$ cat src/include/pxs_defines.vh
`ifndef PXS_DEFINES_VH
`define PXS_DEFINES_VH
// ----------------------------------------
// Bus addresses and register pointers
// ----------------------------------------
`define PXS_ADDR_NORM  7'h39
`define PXS_ADDR_ALT   7'h38
`define PXS_P_ENABLE   8'h80
`define PXS_P_PCOUNT   8'h81
`define PXS_P_PLEN     8'h82
`define PXS_P_OFFSET   8'h83
`define PXS_P_RESL     8'h84
`define PXS_P_RESH     8'h85
// ----------------------------------------
// Enable byte fields and reset values
// ----------------------------------------
`define PXS_B_PON      0
`define PXS_B_PEN      2
`define PXS_B_SAI      6
`define PXS_RST_EN     8'h00
`define PXS_RST_PCNT   8'h08
`define PXS_RST_PLEN   8'h08
`define PXS_RST_OFF    8'h00
// ----------------------------------------
// AXI4-Lite map
// ----------------------------------------
`define PXS_A_CTRL     4'h0
`define PXS_A_STAT     4'h4
`define PXS_A_RES      4'h8
`define PXS_RESP_OK    2'h0
`define PXS_RESP_ERR   2'h2
// ----------------------------------------
// Timing
// ----------------------------------------
`define PXS_CLK_MHZ    100
`define PXS_T_WAKE_US  100
`define PXS_T_RDY_US   1500
`define PXS_T_FIX_CUS  7875
`define PXS_T_LOCK_US  20
`define PXS_LEN_MUL    7
`define PXS_PUL_MUL    2
`define PXS_PUL_ADD    22
`endif

$ cat src/rtl/pxs_top.v
// Contract
// - Answer as slave at 0x39 with normal pin wiring.
// - Work at standard and fast bus clock rates.
// - An 8-bit pointer selects the byte read or written.
// - Pointer advances by one after every data byte.
// - Pointer survives STOP and idle, never cleared.
// - Back-to-back reads may skip the pointer byte.
// - Swapped pins give alternate address 0x38.
// - Device NACKs that first dummy access.
// - Device drives ACK or NACK on ninth clock of writes.
// - Short read after a read fetches from kept pointer.
// - Power-on plus enable wakes to active after 100 us.
// - Commands accepted 1.5 ms after power-up.
// - Integration is 7L + N(2L + 22 us) + 78.75 us.
// - Power-on set, not integrating, means idle.
// - Power-on clear and bus idle means sleep; SLEEP_AFTER_INTERRUPT keeps it.
// - Each measurement yields a 14-bit result.
// - Crosstalk offset is subtracted from the signal.
// - Power-on bit starts oscillator and converter.
// - Proximity enable bit runs detection cycles.
//
// Decided for this implementation: the placing of the registers and the AXI4-Lite interface to the registers.
`include "pxs_defines.vh"
module pxs_top #(
	parameter WAKE_CYC = `PXS_T_WAKE_US * `PXS_CLK_MHZ,
	parameter RDY_CYC  = `PXS_T_RDY_US * `PXS_CLK_MHZ,
	parameter FIX_CYC  = `PXS_T_FIX_CUS * `PXS_CLK_MHZ / 100,
	parameter US_CYC   = `PXS_CLK_MHZ
) (
	input  wire        MCLK,
	input  wire        RST_B,
	input  wire        PIN_A_I,
	output wire        PIN_A_O,
	output wire        PIN_A_OE,
	input  wire        PIN_B_I,
	output wire        PIN_B_O,
	output wire        PIN_B_OE,
	input  wire [13:0] PD_ACCUM,
	output wire        OSC_EN,
	output wire        MEAS_ACTIVE,
	input  wire [3:0]  S_AXI_AWADDR,
	input  wire        S_AXI_AWVALID,
	output wire        S_AXI_AWREADY,
	input  wire [31:0] S_AXI_WDATA,
	input  wire [3:0]  S_AXI_WSTRB,
	input  wire        S_AXI_WVALID,
	output wire        S_AXI_WREADY,
	output wire [1:0]  S_AXI_BRESP,
	output wire        S_AXI_BVALID,
	input  wire        S_AXI_BREADY,
	input  wire [3:0]  S_AXI_ARADDR,
	input  wire        S_AXI_ARVALID,
	output wire        S_AXI_ARREADY,
	output wire [31:0] S_AXI_RDATA,
	output wire [1:0]  S_AXI_RRESP,
	output wire        S_AXI_RVALID,
	input  wire        S_AXI_RREADY
);
	localparam I_IDLE = 4'h0, I_ADDR = 4'h1, I_AACK = 4'h2, I_REG = 4'h3;
	localparam I_RACK = 4'h4, I_WDAT = 4'h5, I_WACK = 4'h6;
	localparam I_RDAT = 4'h7, I_MACK = 4'h8;
	localparam P_SLEEP = 2'h0, P_WAKE = 2'h1, P_IDLE = 2'h2, P_ACT = 2'h3;
	localparam LOCK_CYC = `PXS_T_LOCK_US * `PXS_CLK_MHZ;

	reg [1:0]  sy1_reg, sy2_reg, prv_reg;
	reg        init_reg, swap_reg, last_reg, ready_reg;
	reg [11:0] lock_reg;
	reg [17:0] rdy_reg;
	reg [3:0]  ist_reg, bit_reg;
	reg [7:0]  sh_reg, ptr_reg;
	reg        rw_reg, drv_reg, busy_reg;
	reg        iwe_reg;
	reg [7:0]  iwa_reg, iwd_reg;
	reg [7:0]  en_reg, pcnt_reg, plen_reg, off_reg;
	reg        sai_hold_reg;
	reg [1:0]  pst_reg;
	reg [23:0] tmr_reg;
	reg [13:0] res_reg;
	reg        awh_reg, wh_reg, bv_reg, rv_reg;
	reg [3:0]  awa_reg, wst_reg;
	reg [31:0] wd_reg, rd_reg;
	reg [1:0]  br_reg, rr_reg;

	// ----------------------------------------
	// Pin sampling and address selection
	// ----------------------------------------
	wire scl  = swap_reg ? sy2_reg[1] : sy2_reg[0];
	wire sda  = swap_reg ? sy2_reg[0] : sy2_reg[1];
	wire pscl = swap_reg ? prv_reg[1] : prv_reg[0];
	wire psda = swap_reg ? prv_reg[0] : prv_reg[1];
	wire sc_r = scl & ~pscl;
	wire sc_f = ~scl & pscl;
	wire start = init_reg & scl & pscl & psda & ~sda;
	wire stop  = init_reg & scl & pscl & ~psda & sda;
	wire [6:0] my_addr = swap_reg ? `PXS_ADDR_ALT : `PXS_ADDR_NORM;
	wire power_on_bit = en_reg[`PXS_B_PON];
	wire proximity_enable_bit = en_reg[`PXS_B_PEN];
	wire sleep_after_interrupt = en_reg[`PXS_B_SAI];

	always @(posedge MCLK or negedge RST_B) begin
		if (!RST_B) begin
			sy1_reg  <= 2'h3;
			sy2_reg  <= 2'h3;
			prv_reg  <= 2'h3;
			init_reg <= 1'b0;
			swap_reg <= 1'b0;
			last_reg <= 1'b0;
			lock_reg <= 12'h000;
			rdy_reg  <= 18'h00000;
			ready_reg <= 1'b0;
		end else begin
			sy1_reg <= {PIN_B_I, PIN_A_I};
			sy2_reg <= sy1_reg;
			prv_reg <= sy2_reg;
			if (rdy_reg == RDY_CYC[17:0])
				ready_reg <= 1'b1;
			else
				rdy_reg <= rdy_reg + 18'h00001;
			// The pin that rose last before a long idle is data
			if (!init_reg) begin
				if (sy2_reg != 2'h3)
					lock_reg <= 12'h000;
				else if (prv_reg != 2'h3) begin
					last_reg <= ~prv_reg[0];
					lock_reg <= 12'h001;
				end else if (lock_reg == LOCK_CYC[11:0]) begin
					init_reg <= 1'b1;
					swap_reg <= last_reg;
				end else if (lock_reg != 12'h000)
					lock_reg <= lock_reg + 12'h001;
			end
		end
	end

	// ----------------------------------------
	// Register byte decode
	// ----------------------------------------
	function [7:0] rd_byte;
		input [7:0] a;
		begin
			case (a)
			`PXS_P_ENABLE: rd_byte = en_reg;
			`PXS_P_PCOUNT: rd_byte = pcnt_reg;
			`PXS_P_PLEN:   rd_byte = plen_reg;
			`PXS_P_OFFSET: rd_byte = off_reg;
			`PXS_P_RESL:   rd_byte = res_reg[7:0];
			`PXS_P_RESH:   rd_byte = {2'b00, res_reg[13:8]};
			default:       rd_byte = 8'h00;
			endcase
		end
	endfunction
	wire [7:0] rb = rd_byte(ptr_reg);

	// ----------------------------------------
	// Serial slave engine
	// ----------------------------------------
	always @(posedge MCLK or negedge RST_B) begin
		if (!RST_B) begin
			ist_reg <= I_IDLE;
			bit_reg <= 4'h0;
			sh_reg  <= 8'h00;
			ptr_reg <= 8'h00;
			rw_reg  <= 1'b0;
			drv_reg <= 1'b0;
			busy_reg <= 1'b0;
			iwe_reg <= 1'b0;
			iwa_reg <= 8'h00;
			iwd_reg <= 8'h00;
		end else begin
			iwe_reg <= 1'b0;
			if (start) begin
				ist_reg <= I_ADDR;
				bit_reg <= 4'h0;
				drv_reg <= 1'b0;
				busy_reg <= 1'b1;
			end else if (stop) begin
				ist_reg <= I_IDLE;
				drv_reg <= 1'b0;
				busy_reg <= 1'b0;
			end else if (sc_r) begin
				case (ist_reg)
				I_ADDR, I_REG, I_WDAT: begin
					sh_reg  <= {sh_reg[6:0], sda};
					bit_reg <= bit_reg + 4'h1;
				end
				I_MACK: begin
					ptr_reg <= ptr_reg + 8'h01;
					if (sda)
						ist_reg <= I_IDLE;
				end
				default: ;
				endcase
			end else if (sc_f) begin
				case (ist_reg)
				I_ADDR: if (bit_reg == 4'h8) begin
					bit_reg <= 4'h0;
					if (sh_reg[7:1] == my_addr && ready_reg) begin
						rw_reg  <= sh_reg[0];
						drv_reg <= 1'b1;
						ist_reg <= I_AACK;
					end else
						ist_reg <= I_IDLE;
				end
				I_AACK: if (rw_reg) begin
					ist_reg <= I_RDAT;
					sh_reg  <= rb;
					drv_reg <= ~rb[7];
					bit_reg <= 4'h0;
				end else begin
					drv_reg <= 1'b0;
					ist_reg <= I_REG;
				end
				I_REG: if (bit_reg == 4'h8) begin
					bit_reg <= 4'h0;
					ptr_reg <= sh_reg;
					drv_reg <= 1'b1;
					ist_reg <= I_RACK;
				end
				I_WDAT: if (bit_reg == 4'h8) begin
					bit_reg <= 4'h0;
					iwe_reg <= 1'b1;
					iwa_reg <= ptr_reg;
					iwd_reg <= sh_reg;
					ptr_reg <= ptr_reg + 8'h01;
					drv_reg <= 1'b1;
					ist_reg <= I_WACK;
				end
				I_RACK, I_WACK: begin
					drv_reg <= 1'b0;
					ist_reg <= I_WDAT;
				end
				I_RDAT: if (bit_reg == 4'h7) begin
					drv_reg <= 1'b0;
					ist_reg <= I_MACK;
				end else begin
					bit_reg <= bit_reg + 4'h1;
					drv_reg <= ~sh_reg[6];
					sh_reg  <= {sh_reg[6:0], 1'b0};
				end
				I_MACK: begin
					ist_reg <= I_RDAT;
					sh_reg  <= rb;
					drv_reg <= ~rb[7];
					bit_reg <= 4'h0;
				end
				default: ;
				endcase
			end
		end
	end

	// Only the data pin is ever pulled low
	assign PIN_A_O  = 1'b0;
	assign PIN_B_O  = 1'b0;
	assign PIN_A_OE = drv_reg & swap_reg;
	assign PIN_B_OE = drv_reg & ~swap_reg;

	// ----------------------------------------
	// Control registers
	// ----------------------------------------
	wire axi_we = awh_reg & wh_reg & ~bv_reg;
	wire ctl_we = axi_we && awa_reg == `PXS_A_CTRL;
	wire en_wr  = (iwe_reg && iwa_reg == `PXS_P_ENABLE) ||
		(ctl_we && wst_reg[0]);

	always @(posedge MCLK or negedge RST_B) begin
		if (!RST_B) begin
			en_reg   <= `PXS_RST_EN;
			pcnt_reg <= `PXS_RST_PCNT;
			plen_reg <= `PXS_RST_PLEN;
			off_reg  <= `PXS_RST_OFF;
		end else if (iwe_reg) begin
			case (iwa_reg)
			`PXS_P_ENABLE: en_reg   <= iwd_reg;
			`PXS_P_PCOUNT: pcnt_reg <= iwd_reg;
			`PXS_P_PLEN:   plen_reg <= iwd_reg;
			`PXS_P_OFFSET: off_reg  <= iwd_reg;
			default: ;
			endcase
		end else if (ctl_we) begin
			if (wst_reg[0])
				en_reg <= wd_reg[7:0];
			if (wst_reg[1])
				pcnt_reg <= wd_reg[15:8];
			if (wst_reg[2])
				plen_reg <= wd_reg[23:16];
			if (wst_reg[3])
				off_reg <= wd_reg[31:24];
		end
	end

	// ----------------------------------------
	// Power states and measurement
	// ----------------------------------------
	wire [31:0] us_sum = `PXS_LEN_MUL * plen_reg + pcnt_reg *
		(`PXS_PUL_MUL * plen_reg + `PXS_PUL_ADD);
	wire [31:0] int_cyc = us_sum * US_CYC + FIX_CYC;
	wire signed [15:0] diff = $signed({2'b00, PD_ACCUM}) -
		$signed({{8{off_reg[7]}}, off_reg});

	always @(posedge MCLK or negedge RST_B) begin
		if (!RST_B) begin
			pst_reg <= P_SLEEP;
			tmr_reg <= 24'h000000;
			res_reg <= 14'h0000;
			sai_hold_reg <= 1'b0;
		end else begin
			if (en_wr)
				sai_hold_reg <= 1'b0;
			if (!power_on_bit && !busy_reg)
				pst_reg <= P_SLEEP;
			else case (pst_reg)
			P_SLEEP: if (power_on_bit && !sai_hold_reg && !en_wr) begin
				pst_reg <= proximity_enable_bit ? P_WAKE : P_IDLE;
				tmr_reg <= WAKE_CYC[23:0];
			end
			P_WAKE: if (tmr_reg == 24'h000000) begin
				pst_reg <= P_ACT;
				tmr_reg <= int_cyc[23:0];
			end else
				tmr_reg <= tmr_reg - 24'h000001;
			P_IDLE: if (proximity_enable_bit && power_on_bit) begin
				pst_reg <= P_ACT;
				tmr_reg <= int_cyc[23:0];
			end
			P_ACT: if (tmr_reg == 24'h000000) begin
				if (diff[15])
					res_reg <= 14'h0000;
				else if (diff[14])
					res_reg <= 14'h3FFF;
				else
					res_reg <= diff[13:0];
				if (sleep_after_interrupt && !en_wr) begin
					pst_reg <= P_SLEEP;
					sai_hold_reg <= 1'b1;
				end else
					pst_reg <= P_IDLE;
			end else
				tmr_reg <= tmr_reg - 24'h000001;
			default: pst_reg <= P_SLEEP;
			endcase
		end
	end

	assign OSC_EN = pst_reg != P_SLEEP;
	assign MEAS_ACTIVE = pst_reg == P_ACT;

	// ----------------------------------------
	// AXI4-Lite slave
	// ----------------------------------------
	always @(posedge MCLK or negedge RST_B) begin
		if (!RST_B) begin
			awh_reg <= 1'b0;
			wh_reg  <= 1'b0;
			bv_reg  <= 1'b0;
			rv_reg  <= 1'b0;
			awa_reg <= 4'h0;
			wst_reg <= 4'h0;
			wd_reg  <= 32'h00000000;
			rd_reg  <= 32'h00000000;
			br_reg  <= `PXS_RESP_OK;
			rr_reg  <= `PXS_RESP_OK;
		end else begin
			if (S_AXI_AWVALID && !awh_reg) begin
				awh_reg <= 1'b1;
				awa_reg <= S_AXI_AWADDR;
			end
			if (S_AXI_WVALID && !wh_reg) begin
				wh_reg  <= 1'b1;
				wd_reg  <= S_AXI_WDATA;
				wst_reg <= S_AXI_WSTRB;
			end
			if (axi_we) begin
				bv_reg <= 1'b1;
				br_reg <= (awa_reg == `PXS_A_CTRL) ?
					`PXS_RESP_OK : `PXS_RESP_ERR;
			end
			if (bv_reg && S_AXI_BREADY) begin
				bv_reg  <= 1'b0;
				awh_reg <= 1'b0;
				wh_reg  <= 1'b0;
			end
			if (S_AXI_ARVALID && !rv_reg) begin
				rv_reg <= 1'b1;
				rr_reg <= `PXS_RESP_OK;
				case (S_AXI_ARADDR)
				`PXS_A_CTRL: rd_reg <= {off_reg, plen_reg, pcnt_reg, en_reg};
				`PXS_A_STAT: rd_reg <= {16'h0000, ptr_reg, ready_reg,
					init_reg, swap_reg, busy_reg, sai_hold_reg, 1'b0,
					pst_reg};
				`PXS_A_RES:  rd_reg <= {18'h00000, res_reg};
				default: begin
					rd_reg <= 32'h00000000;
					rr_reg <= `PXS_RESP_ERR;
				end
				endcase
			end else if (rv_reg && S_AXI_RREADY)
				rv_reg <= 1'b0;
		end
	end

	assign S_AXI_AWREADY = ~awh_reg;
	assign S_AXI_WREADY  = ~wh_reg;
	assign S_AXI_BVALID  = bv_reg;
	assign S_AXI_BRESP   = br_reg;
	assign S_AXI_ARREADY = ~rv_reg;
	assign S_AXI_RVALID  = rv_reg;
	assign S_AXI_RDATA   = rd_reg;
	assign S_AXI_RRESP   = rr_reg;
endmodule // pxs_top

$ cat config.mk
export PLATFORM = sky130hd
export DESIGN_NAME = pxs_top
export DESIGN_NICKNAME = d
export VERILOG_FILES = /design/src/rtl/pxs_top.v
export VERILOG_INCLUDE_DIRS = /design/src /design/src/include
export SDC_FILE = /design/constraint.sdc
export NUM_CORES = 1
export LEC_CHECK = 0
export BUFFER_PORTS_ARGS = -buffer_cell sky130_fd_sc_hd__clkbuf_2
export CAP_MARGIN = 20
export CORE_ASPECT_RATIO = 2
export CORE_MARGIN = 2
export CORE_UTILIZATION = 40
export CTS_BUF_LIST = sky130_fd_sc_hd__clkbuf_16
export DETAILED_ROUTE_END_ITERATION = 10
export GPL_TIMING_DRIVEN = 1
export SLEW_MARGIN = 20
export SYNTH_ARGS = -nofsm -noshare
export SYNTH_HDL_FRONTEND = slang
export SYNTH_SLANG_ARGS = --single-unit
$ cat constraint.sdc
create_clock -name MCLK -period 8.71 [get_ports MCLK]
set_input_delay 0.871 -clock MCLK [delete_from_list [all_inputs] [get_ports MCLK]]
set_output_delay 0.871 -clock MCLK [all_outputs]
set_load 0.02 [all_outputs]
======== Yosys cells after proc, flatten, opt, wreduce, memory -nomap -nowiden ========
Index checks and enable logic that the tools add are counted.
operators by class
  multiplexer cells ....................... 113
  add/subtract/negate cells ............... 9
  reduce and logical (&&, ||, !) cells .... 68
  equal/unequal tests ..................... 64
  multiply operators ...................... 3
  bitwise gates (word level) .............. 31
operators by type and width
  operator                                                              number
  8-bit 2-to-1 mux                                                      26
  24-bit 2-to-1 mux                                                     4
  24-bit case mux with 4 select lines                                   1
  32-bit case mux with 3 select lines                                   1
  8-bit == test, second input constant                                  10
  4-bit 2-to-1 mux                                                      18
  12-bit 2-to-1 mux                                                     4
  8-bit case mux with 6 select lines                                    1
  1-bit 2-to-1 mux                                                      39
  14-bit 2-to-1 mux                                                     2
  4-bit case mux with 7 select lines                                    1
  7-bit AND reduction                                                   4
  24-bit by 13-bit adder with 24-bit output, second input constant      1
  4-bit by 3-bit == test with 1-bit output, second input constant       6
  24-bit zero test                                                      1
  3-bit != test, second input constant                                  8
  8-bit case mux with 3 select lines                                    1
  2-bit nonzero test                                                    12
  24-bit by 1-bit subtractor with 24-bit output, second input constant  1
  19-bit by 5-bit multiplier with 22-bit output, second input constant  1
  3-bit AND reduction                                                   7
  2-bit 2-to-1 mux                                                      10
  5-bit != test, second input constant                                  4
  11-bit by 18-bit adder with 19-bit output                             1
  46 further kinds                                                      124
word-level totals
  register bits ........................... 237
  input bits .............................. 67
  output and inout port bits .............. 47
  logic and storage cells ................. 325

======== Depth between registers and ports, before layout ========
Gate-level depths: netlist of the first run.
  word-level depth ........................ 11
  mapped depth ............................ 41
  mapped depth without buffers ............ 40

======== Worst setup path after synthesis of the first run ========
OpenSTA, ideal clock, no wires.
  path kind ............................... register to register
  start ................................... register plen_reg[0]
  end ..................................... register tmr_reg[23]
  buffers on the path ..................... 1
  stages on the path, launching flop included .. 40
  slack ................................... -0.960 ns
  arrival ................................. 9.583 ns
  period minus slack after synthesis ...... 9.670 ns
  data required time ...................... 8.623 ns
  setup time .............................. 0.087 ns
  path through ............................ dfrtp_1 > clkbuf_1 > inv_1 > ha_1 > inv_1 > a21oi_1 > or3_1 > xnor2_1 > nand2_1 > fa_1 > inv_1 > fa_1 > fa_1 > fa_1 > inv_1 > fa_1 > inv_1 > ha_1 > [4 not listed] > a21oi_1 > xnor2_1 > ha_1 > ha_1 > inv_1 > fa_1 > inv_1 > ha_1 > nand3_1 > nor4_1 > o31ai_1 > nand3_1 > xnor2_1 > or4_4 > nor4_2 > xnor2_1 > xnor3_1 > o211ai_1
on the way
  longest elaborated chain between the ends .. 7
  elaborated cells between the ends (all ways) .. 9
  those cells by class .................... 3 x add/sub; 3 x mul; 3 x mux
RTL lines
  element                                                       RTL line                      source
  start, declared                                               pxs_top.v:74                  reg [7:0] en_reg, pcnt_reg, plen_reg, off_reg;
  start signal, assigned                                        pxs_top.v:270                 plen_reg <= `PXS_RST_PLEN;
  start signal, assigned                                        pxs_top.v:276                 `PXS_P_PLEN: plen_reg <= iwd_reg;
  start signal, assigned                                        pxs_top.v:286                 plen_reg <= wd_reg[23:16];
  9-bit by 5-bit adder with 10-bit output (no source line)      n/a
  8-bit by 10-bit multiplier with 18-bit output                 pxs_top.v:295                 wire [31:0] us_sum = `PXS_LEN_MUL * plen_reg + pcnt_reg *
  11-bit by 18-bit adder with 19-bit output (no source line) *  n/a
  19-bit by 5-bit multiplier with 22-bit output *               pxs_top.v:297                 wire [31:0] int_cyc = us_sum * US_CYC + FIX_CYC;
  24-bit by 13-bit adder with 24-bit output *                   pxs_top.v:297
  24-bit 2-to-1 mux (on tied branches)                          pxs_top.v:322, pxs_top.v:317
  24-bit case mux with 4 select lines *                         pxs_top.v:312                 else case (pst_reg)
  end signal, assigned                                          pxs_top.v:315                 tmr_reg <= WAKE_CYC[23:0];
  end signal, assigned                                          pxs_top.v:321                 tmr_reg <= tmr_reg - 24'h000001;
  end signal, assigned                                          pxs_top.v:324                 tmr_reg <= int_cyc[23:0];
  end, declared                                                 pxs_top.v:77                  reg [23:0] tmr_reg;
Every way passes the cells marked *; elsewhere a longest branch is shown, timed or not. The select of a mux whose other input is x is not followed.
A chain may end at the register's enable or synchronous reset.

======== Final worst setup path of the first run ========
  start ................................... register plen_reg[1]
  end ..................................... register tmr_reg[22]
Same word-level chain as after synthesis.

==> results of run 1 <==
critical path: cells and delay by family, from the launching register on:
| kind | cells | cell delay (ps) |
|---|---|---|
| fa+ha+maj | 11 | 4180 |
| simple gates | 8 | 1730 |
| compound gates | 8 | 1240 |
| buf+inv | 7 | 540 |
| xor+xnor | 3 | 430 |
| flops | 1 | 400 |
timing repair:
action                     CTS  global route
buffers inserted            15             3
pin swaps                   55            45
cloned                       0             0
resized for setup           46            62
setup endpoints to repair    7             8
Yosys cell counts (all sizes together) (9+ instances only):
cell / instances / area [sq um]
dfrtp: 227 / 5680
inv: 206 / 773
nand2: 194 / 728
ha: 144 / 1800
nor2: 143 / 537
o21ai: 140 / 701
a21oi: 108 / 548
fa: 79 / 1580
mux2: 66 / 743
clkbuf: 63 / 236
xnor2: 61 / 534
nor3: 42 / 210
and2: 39 / 244
mux2i: 36 / 360
nand3: 34 / 170
xor2: 31 / 272
nor2b: 22 / 138
a22oi: 21 / 158
nand2b: 19 / 126
a222oi: 18 / 180
buf: 15 / 80.1
nor4: 15 / 106
nand4: 13 / 81.3
and3: 12 / 75.1
o31ai: 12 / 90.1
a21o: 10 / 75.1
a31oi: 10 / 62.6
a211oi: 9 / 72.6
or3: 9 / 61.3
cells by family (layout without fill, tap and decap cells):
logic type                 Yosys count  after routing
AOI/OAI and AO/OA                  395            395
xor gates and xnor gates            93             93
adders and majority gates          223            223
buffers and inverters              284            482
DFF                                235            235
muxes                              102            102
other                                1              4
and+or+nand+nor                    577            577
through the flow:
stage / setup TNS, ps / util (%)
after floorplan: 0 / -
after global placement: -265 / 44.9
after detailed placement: -1190 / 44.9
after CTS: -90.2 / 47.8
after global routing: -1250 / 48.5
final: 0 / 48.5
cells in the final DEF, fill, tap and decap left out, drive strengths merged, types with 66 or more instances in the layout:
master,netlist,final
mux2,66,66
inv,206,212
nand2,194,194
o21ai,140,140
fa,79,79
a21oi,108,108
ha,144,144
buf,15,122
dfrtp,227,227
nor2,143,143
clkbuf,63,133
final cells by class:
class | instances | area share, %
Multi-Input combinational cell | 1394 | 53.7
Sequential cell | 235 | 28.0
Timing Repair Buffer | 230 | 6.99
Inverter | 206 | 3.68
Tap cell | 550 | 3.27
Clock buffer | 25 | 2.97
Clock inverter | 21 | 1.38
routing by layer:
layer	up-vias	routed length [microns]	track usage, %
met5	-	9	0
met4	2	3350	13.3
met3	169	2180	2.71
met2	450	28700	44.8
met1	7194	18200	23.4
li1	6905	-	-
final timing paths:
check	cells after the start	start	endpoint	slack [ps]
worst max-delay path	37	plen_reg[1]	tmr_reg[22]	8
worst min-delay path	0	sy1_reg[0]	sy2_reg[0]	360
worst max register to register	37	plen_reg[1]	tmr_reg[22]	8
worst min register to register	0	sy1_reg[0]	sy2_reg[0]	360
max in group asynchronous	2	RST_B	S_AXI_RDATA[6]	6970
min in group asynchronous	1	RST_B	wh_reg	390
==> run metrics, run 1 <==
hpwl dp=40500 microns; Post-Synth Adder-Cell Area=19.3%; via/cell ratio=5.53; placed inst area=19500 sq um; Tcrit/Tclk final=99.9%; status=complete, no violations; WL final=52500 microns; CP dominant cell by count=fa_1; via count=14720; Post-Synth Simple-Gate Area=15.7%; first-pass GRT wire length=83700 microns; Req. time, crit path=9130 ps; # hold bufs at CTS=0; gpl congestion=0.948; Final WS setup=7.93 ps; Register Area=5890 sq um; Num CTS Buffers=25; Crit Path Max Fanout=3; Clock Skews=37.0 ps; largest net degree at the start of global routing=128; fin nets=2382; slew at the pin with the worst max-slew slack=1130 ps; DR DRC count=0; Wirelength per Cell=19.7 microns; area grow syn2layout=20.2%; fin cells=2661; I/O pins=114; startpoint class of the critical path=flip-flop; number of synthesized flops with an enable pin=0; initial antenna violation count=1; Post-synth top flop=dfrtp_1; CTS root buf=clkbuf_16; main combinational cell family by area after synthesis=adder cells; Mean Syn Cell Area=9.18 sq um; design area=21100 sq um; clock buffer depth=3; Synth Instances=1910; CP max stage delay=570 ps; Yosys reg bits=235; Initial Utilization=40.4%; CORE AREA=43400 sq um; diode count=0; vias in the first global route=15597; fmax=115 MHz; warnings from Yosys=0; TritonCTS clock tree=done; Max Cap Viol=0; number of buffers added on ports=109; post-synth cell types=82; area of the mapped netlist=17500 sq um; htree depth=1; DR pass1 iterations=5; Synth async-reset ratio=100%; worst skew pair latency=580 ps; WP data arrival=9130 ps; fin crit period=8700 ps; Hold Crit Class=flip-flop to flip-flop; area of the multi-input gates=11300 sq um; Detailed Route Iter0 Violations=991; post-synthesis xor/xnor area fraction=4.73%; Die H=300 microns; Slew headroom=24.1%; post-synthesis compound-gate area fraction=14.1%; Placed Cells=2597; Final Hold Fails=0; max-slew violations=0; grt total ovfl=0; post-place setup slack=-310 ps; Sink Count=235; row cnt=108; Setup violations, final=0; ANT nets after route=0; hold slack=356 ps; RSZ-0062 raised after global routing=true; CP Class=flip-flop to flip-flop; CP Capture Type=flip-flop; Filler Cells Inserted=4062; DIE WIDTH=152 microns; Clk pin slew, worst setup/hold paths=70 ps; register area share after synthesis=33.6%; fraction of layout cells with a size suffix above 1=22.8%; CP max stage cell=or4_4; gr usage total=23.0%; mux cell area share after synthesis=6.30%; die area=45600 sq um
Power of run 1 is left out: the tool's default activity adds up to more than one toggle a clock period on the data nets, which glitch-free logic cannot reach.
==> run 2, diff against run 1 <==
--- a/config.mk
+++ b/config.mk
@@ -11,9 +11,8 @@
 export CORE_ASPECT_RATIO = 2
 export CORE_MARGIN = 2
 export CORE_UTILIZATION = 40
-export CTS_BUF_LIST = sky130_fd_sc_hd__clkbuf_16
 export DETAILED_ROUTE_END_ITERATION = 10
-export GPL_TIMING_DRIVEN = 1
+export GPL_TIMING_DRIVEN = 0
 export SLEW_MARGIN = 20
 export SYNTH_ARGS = -nofsm -noshare
 export SYNTH_HDL_FRONTEND = slang
==> run 2 against run 1 <==
- the flow now finishes with violations (negative setup slack)
- maximum frequency fell by 4.9%
- non-clock buffer count up 8
- sequential share of layout area rose by 0.20 points
- final area is 0.65% lower
- die area did not move
- register-to-register slack worse by 450 ps
==> run metrics, run 2 (synthesis gave the netlist of run 1 again) <==
Worst Path Buf+Inv=11; CP max stage delay=510 ps; TritonCTS clock tree=done; flop2flop setup slack=-440 ps; row cnt=108; violated checks=negative setup slack; WP data arrival=9600 ps; Hold Crit Class=primary input to asynchronous set/reset pin; worst skew pair latency=540 ps; grt total ovfl=0; Req. time, crit path=9160 ps; cell count of the worst reg-to-reg path=41; gpl congestion=0.963; CORE AREA=43400 sq um; most common cell after layout, fill and taps aside=dfrtp_1; CP Capture Type=flip-flop; Reg-to-Reg Start=plen_reg[0]; max-slew violations=0; initial antenna violation count=0; most frequent cells in the layout=dfrtp_1, inv_1, nand2_1, nor2_1, ha_1; Final Hold Fails=0; Detailed Route Iter0 Violations=1016; Initial Utilization=40.4%; DIE WIDTH=152 microns; Die H=300 microns; final core utilization=48.2%; WL final=54300 microns; fraction of layout cells with a size suffix above 1=19.8%; DR DRC count=0; Clock Skews=22.5 ps; RR Endpoint=tmr_reg[23]; status=complete, but fails checks; fin crit period=9150 ps; hold slack=338 ps; Wirelength per Cell=20.4 microns; Filler Cells Inserted=4078; CP Class=flip-flop to flip-flop; die area=45600 sq um; RSZ-0062 raised after global routing=true; DR pass1 iterations=7; CP top delay family=adder cells; Sink Count=235; vias in the first global route=15726; fin nets=2388; ANT nets after route=0; Clk pin slew, worst setup/hold paths=70 ps; # hold bufs at CTS=0; CP max stage cell=fa_1; CTS root buf=clkbuf_16; Placed Cells=2574; largest net degree at the start of global routing=90; Setup violations, final=5; Num CTS Buffers=23; area of the multi-input gates=11400 sq um; fin cells=2664; Max Cap Viol=0; startpoint class of the critical path=flip-flop; Tcrit/Tclk final=105%; via/cell ratio=5.58; area grow syn2layout=19.4%; Crit Path Max Fanout=6; Slew headroom=27.5%; Final TNS setup=-1320 ps; CP dominant cell by count=fa_1; first-pass GRT wire length=85500 microns; slew at the pin with the worst max-slew slack=1080 ps; diode count=0; fmax=109 MHz; Register Area=5900 sq um; I/O pins=114; gr usage total=23.8%; hpwl dp=42700 microns; Final WS setup=-441 ps; number of buffers added on ports=109; htree depth=1; clock buffer depth=3; via count=14871
run 2: changes by cell type in the layout (fill, tap and decap cells not counted), moves of 5 or more:
cell,change
fa_1,+5
buf_2,+7
fa_2,-5
clkbuf_1,+68
inv_2,-6
buf_4,-71
run 2: how the worst max path moves through the flow:
stage                  endpoint  slack, ps  depth (start not counted)   startpoint
finish              tmr_reg[23]       -440                         41  plen_reg[0]
detailed placement  tmr_reg[23]      -1090                         37  plen_reg[1]
global placement    tmr_reg[23]      -1040                         38  plen_reg[0]
global route        tmr_reg[23]       -740                         40  plen_reg[0]
CTS                 tmr_reg[23]       -420                         39  plen_reg[0]
floorplan           tmr_reg[23]         30                         41  plen_reg[0]
run 2: layer usage:
metal,routed length [microns],up-vias,global-route usage [%]
li1,-,6933,-
met1,18400,7308,23.1
met2,30000,445,46.9
met3,1910,185,2.52
met4,4010,0,15.2
met5,0,-,0
run 2: cell type report:
type | count | share of cell area, %
clock buffers | 31 | 2.94
clock inverters | 10 | 0.903
plain buffers | 77 | 1.60
flip-flops and latches | 235 | 28.2
multi-input cells | 1394 | 54.5
repair buffers | 161 | 4.81
well taps | 550 | 3.29
inverters | 206 | 3.76
run 2: what timing repair did:
action	in CTS	in global routing
pin swaps	46	75
resized for setup	72	62
endpoints found under the setup margin	12	10
setup buffers	30	20
run 2: stage by stage:
step                setup WS (ps)  instance area [sq um]
floorplan                    29.8                  17800
global placement            -1040                  19000
detailed placement          -1090                  19100
CTS                          -418                  20500
global route                 -742                  20900
finish                       -441                  20900
run 2: worst register-to-register path, delay by kind of cell (launching register included):
kind,cells,cell delay [ps]
adder cells (fa/ha/maj),11,4130
AND/OR/NAND/NOR,8,1600
AO/OA/AOI/OAI,7,1100
buffers and inverters,11,950
XOR/XNOR,4,860
flip-flops,1,430
Power of run 2 is left out for the same reason.
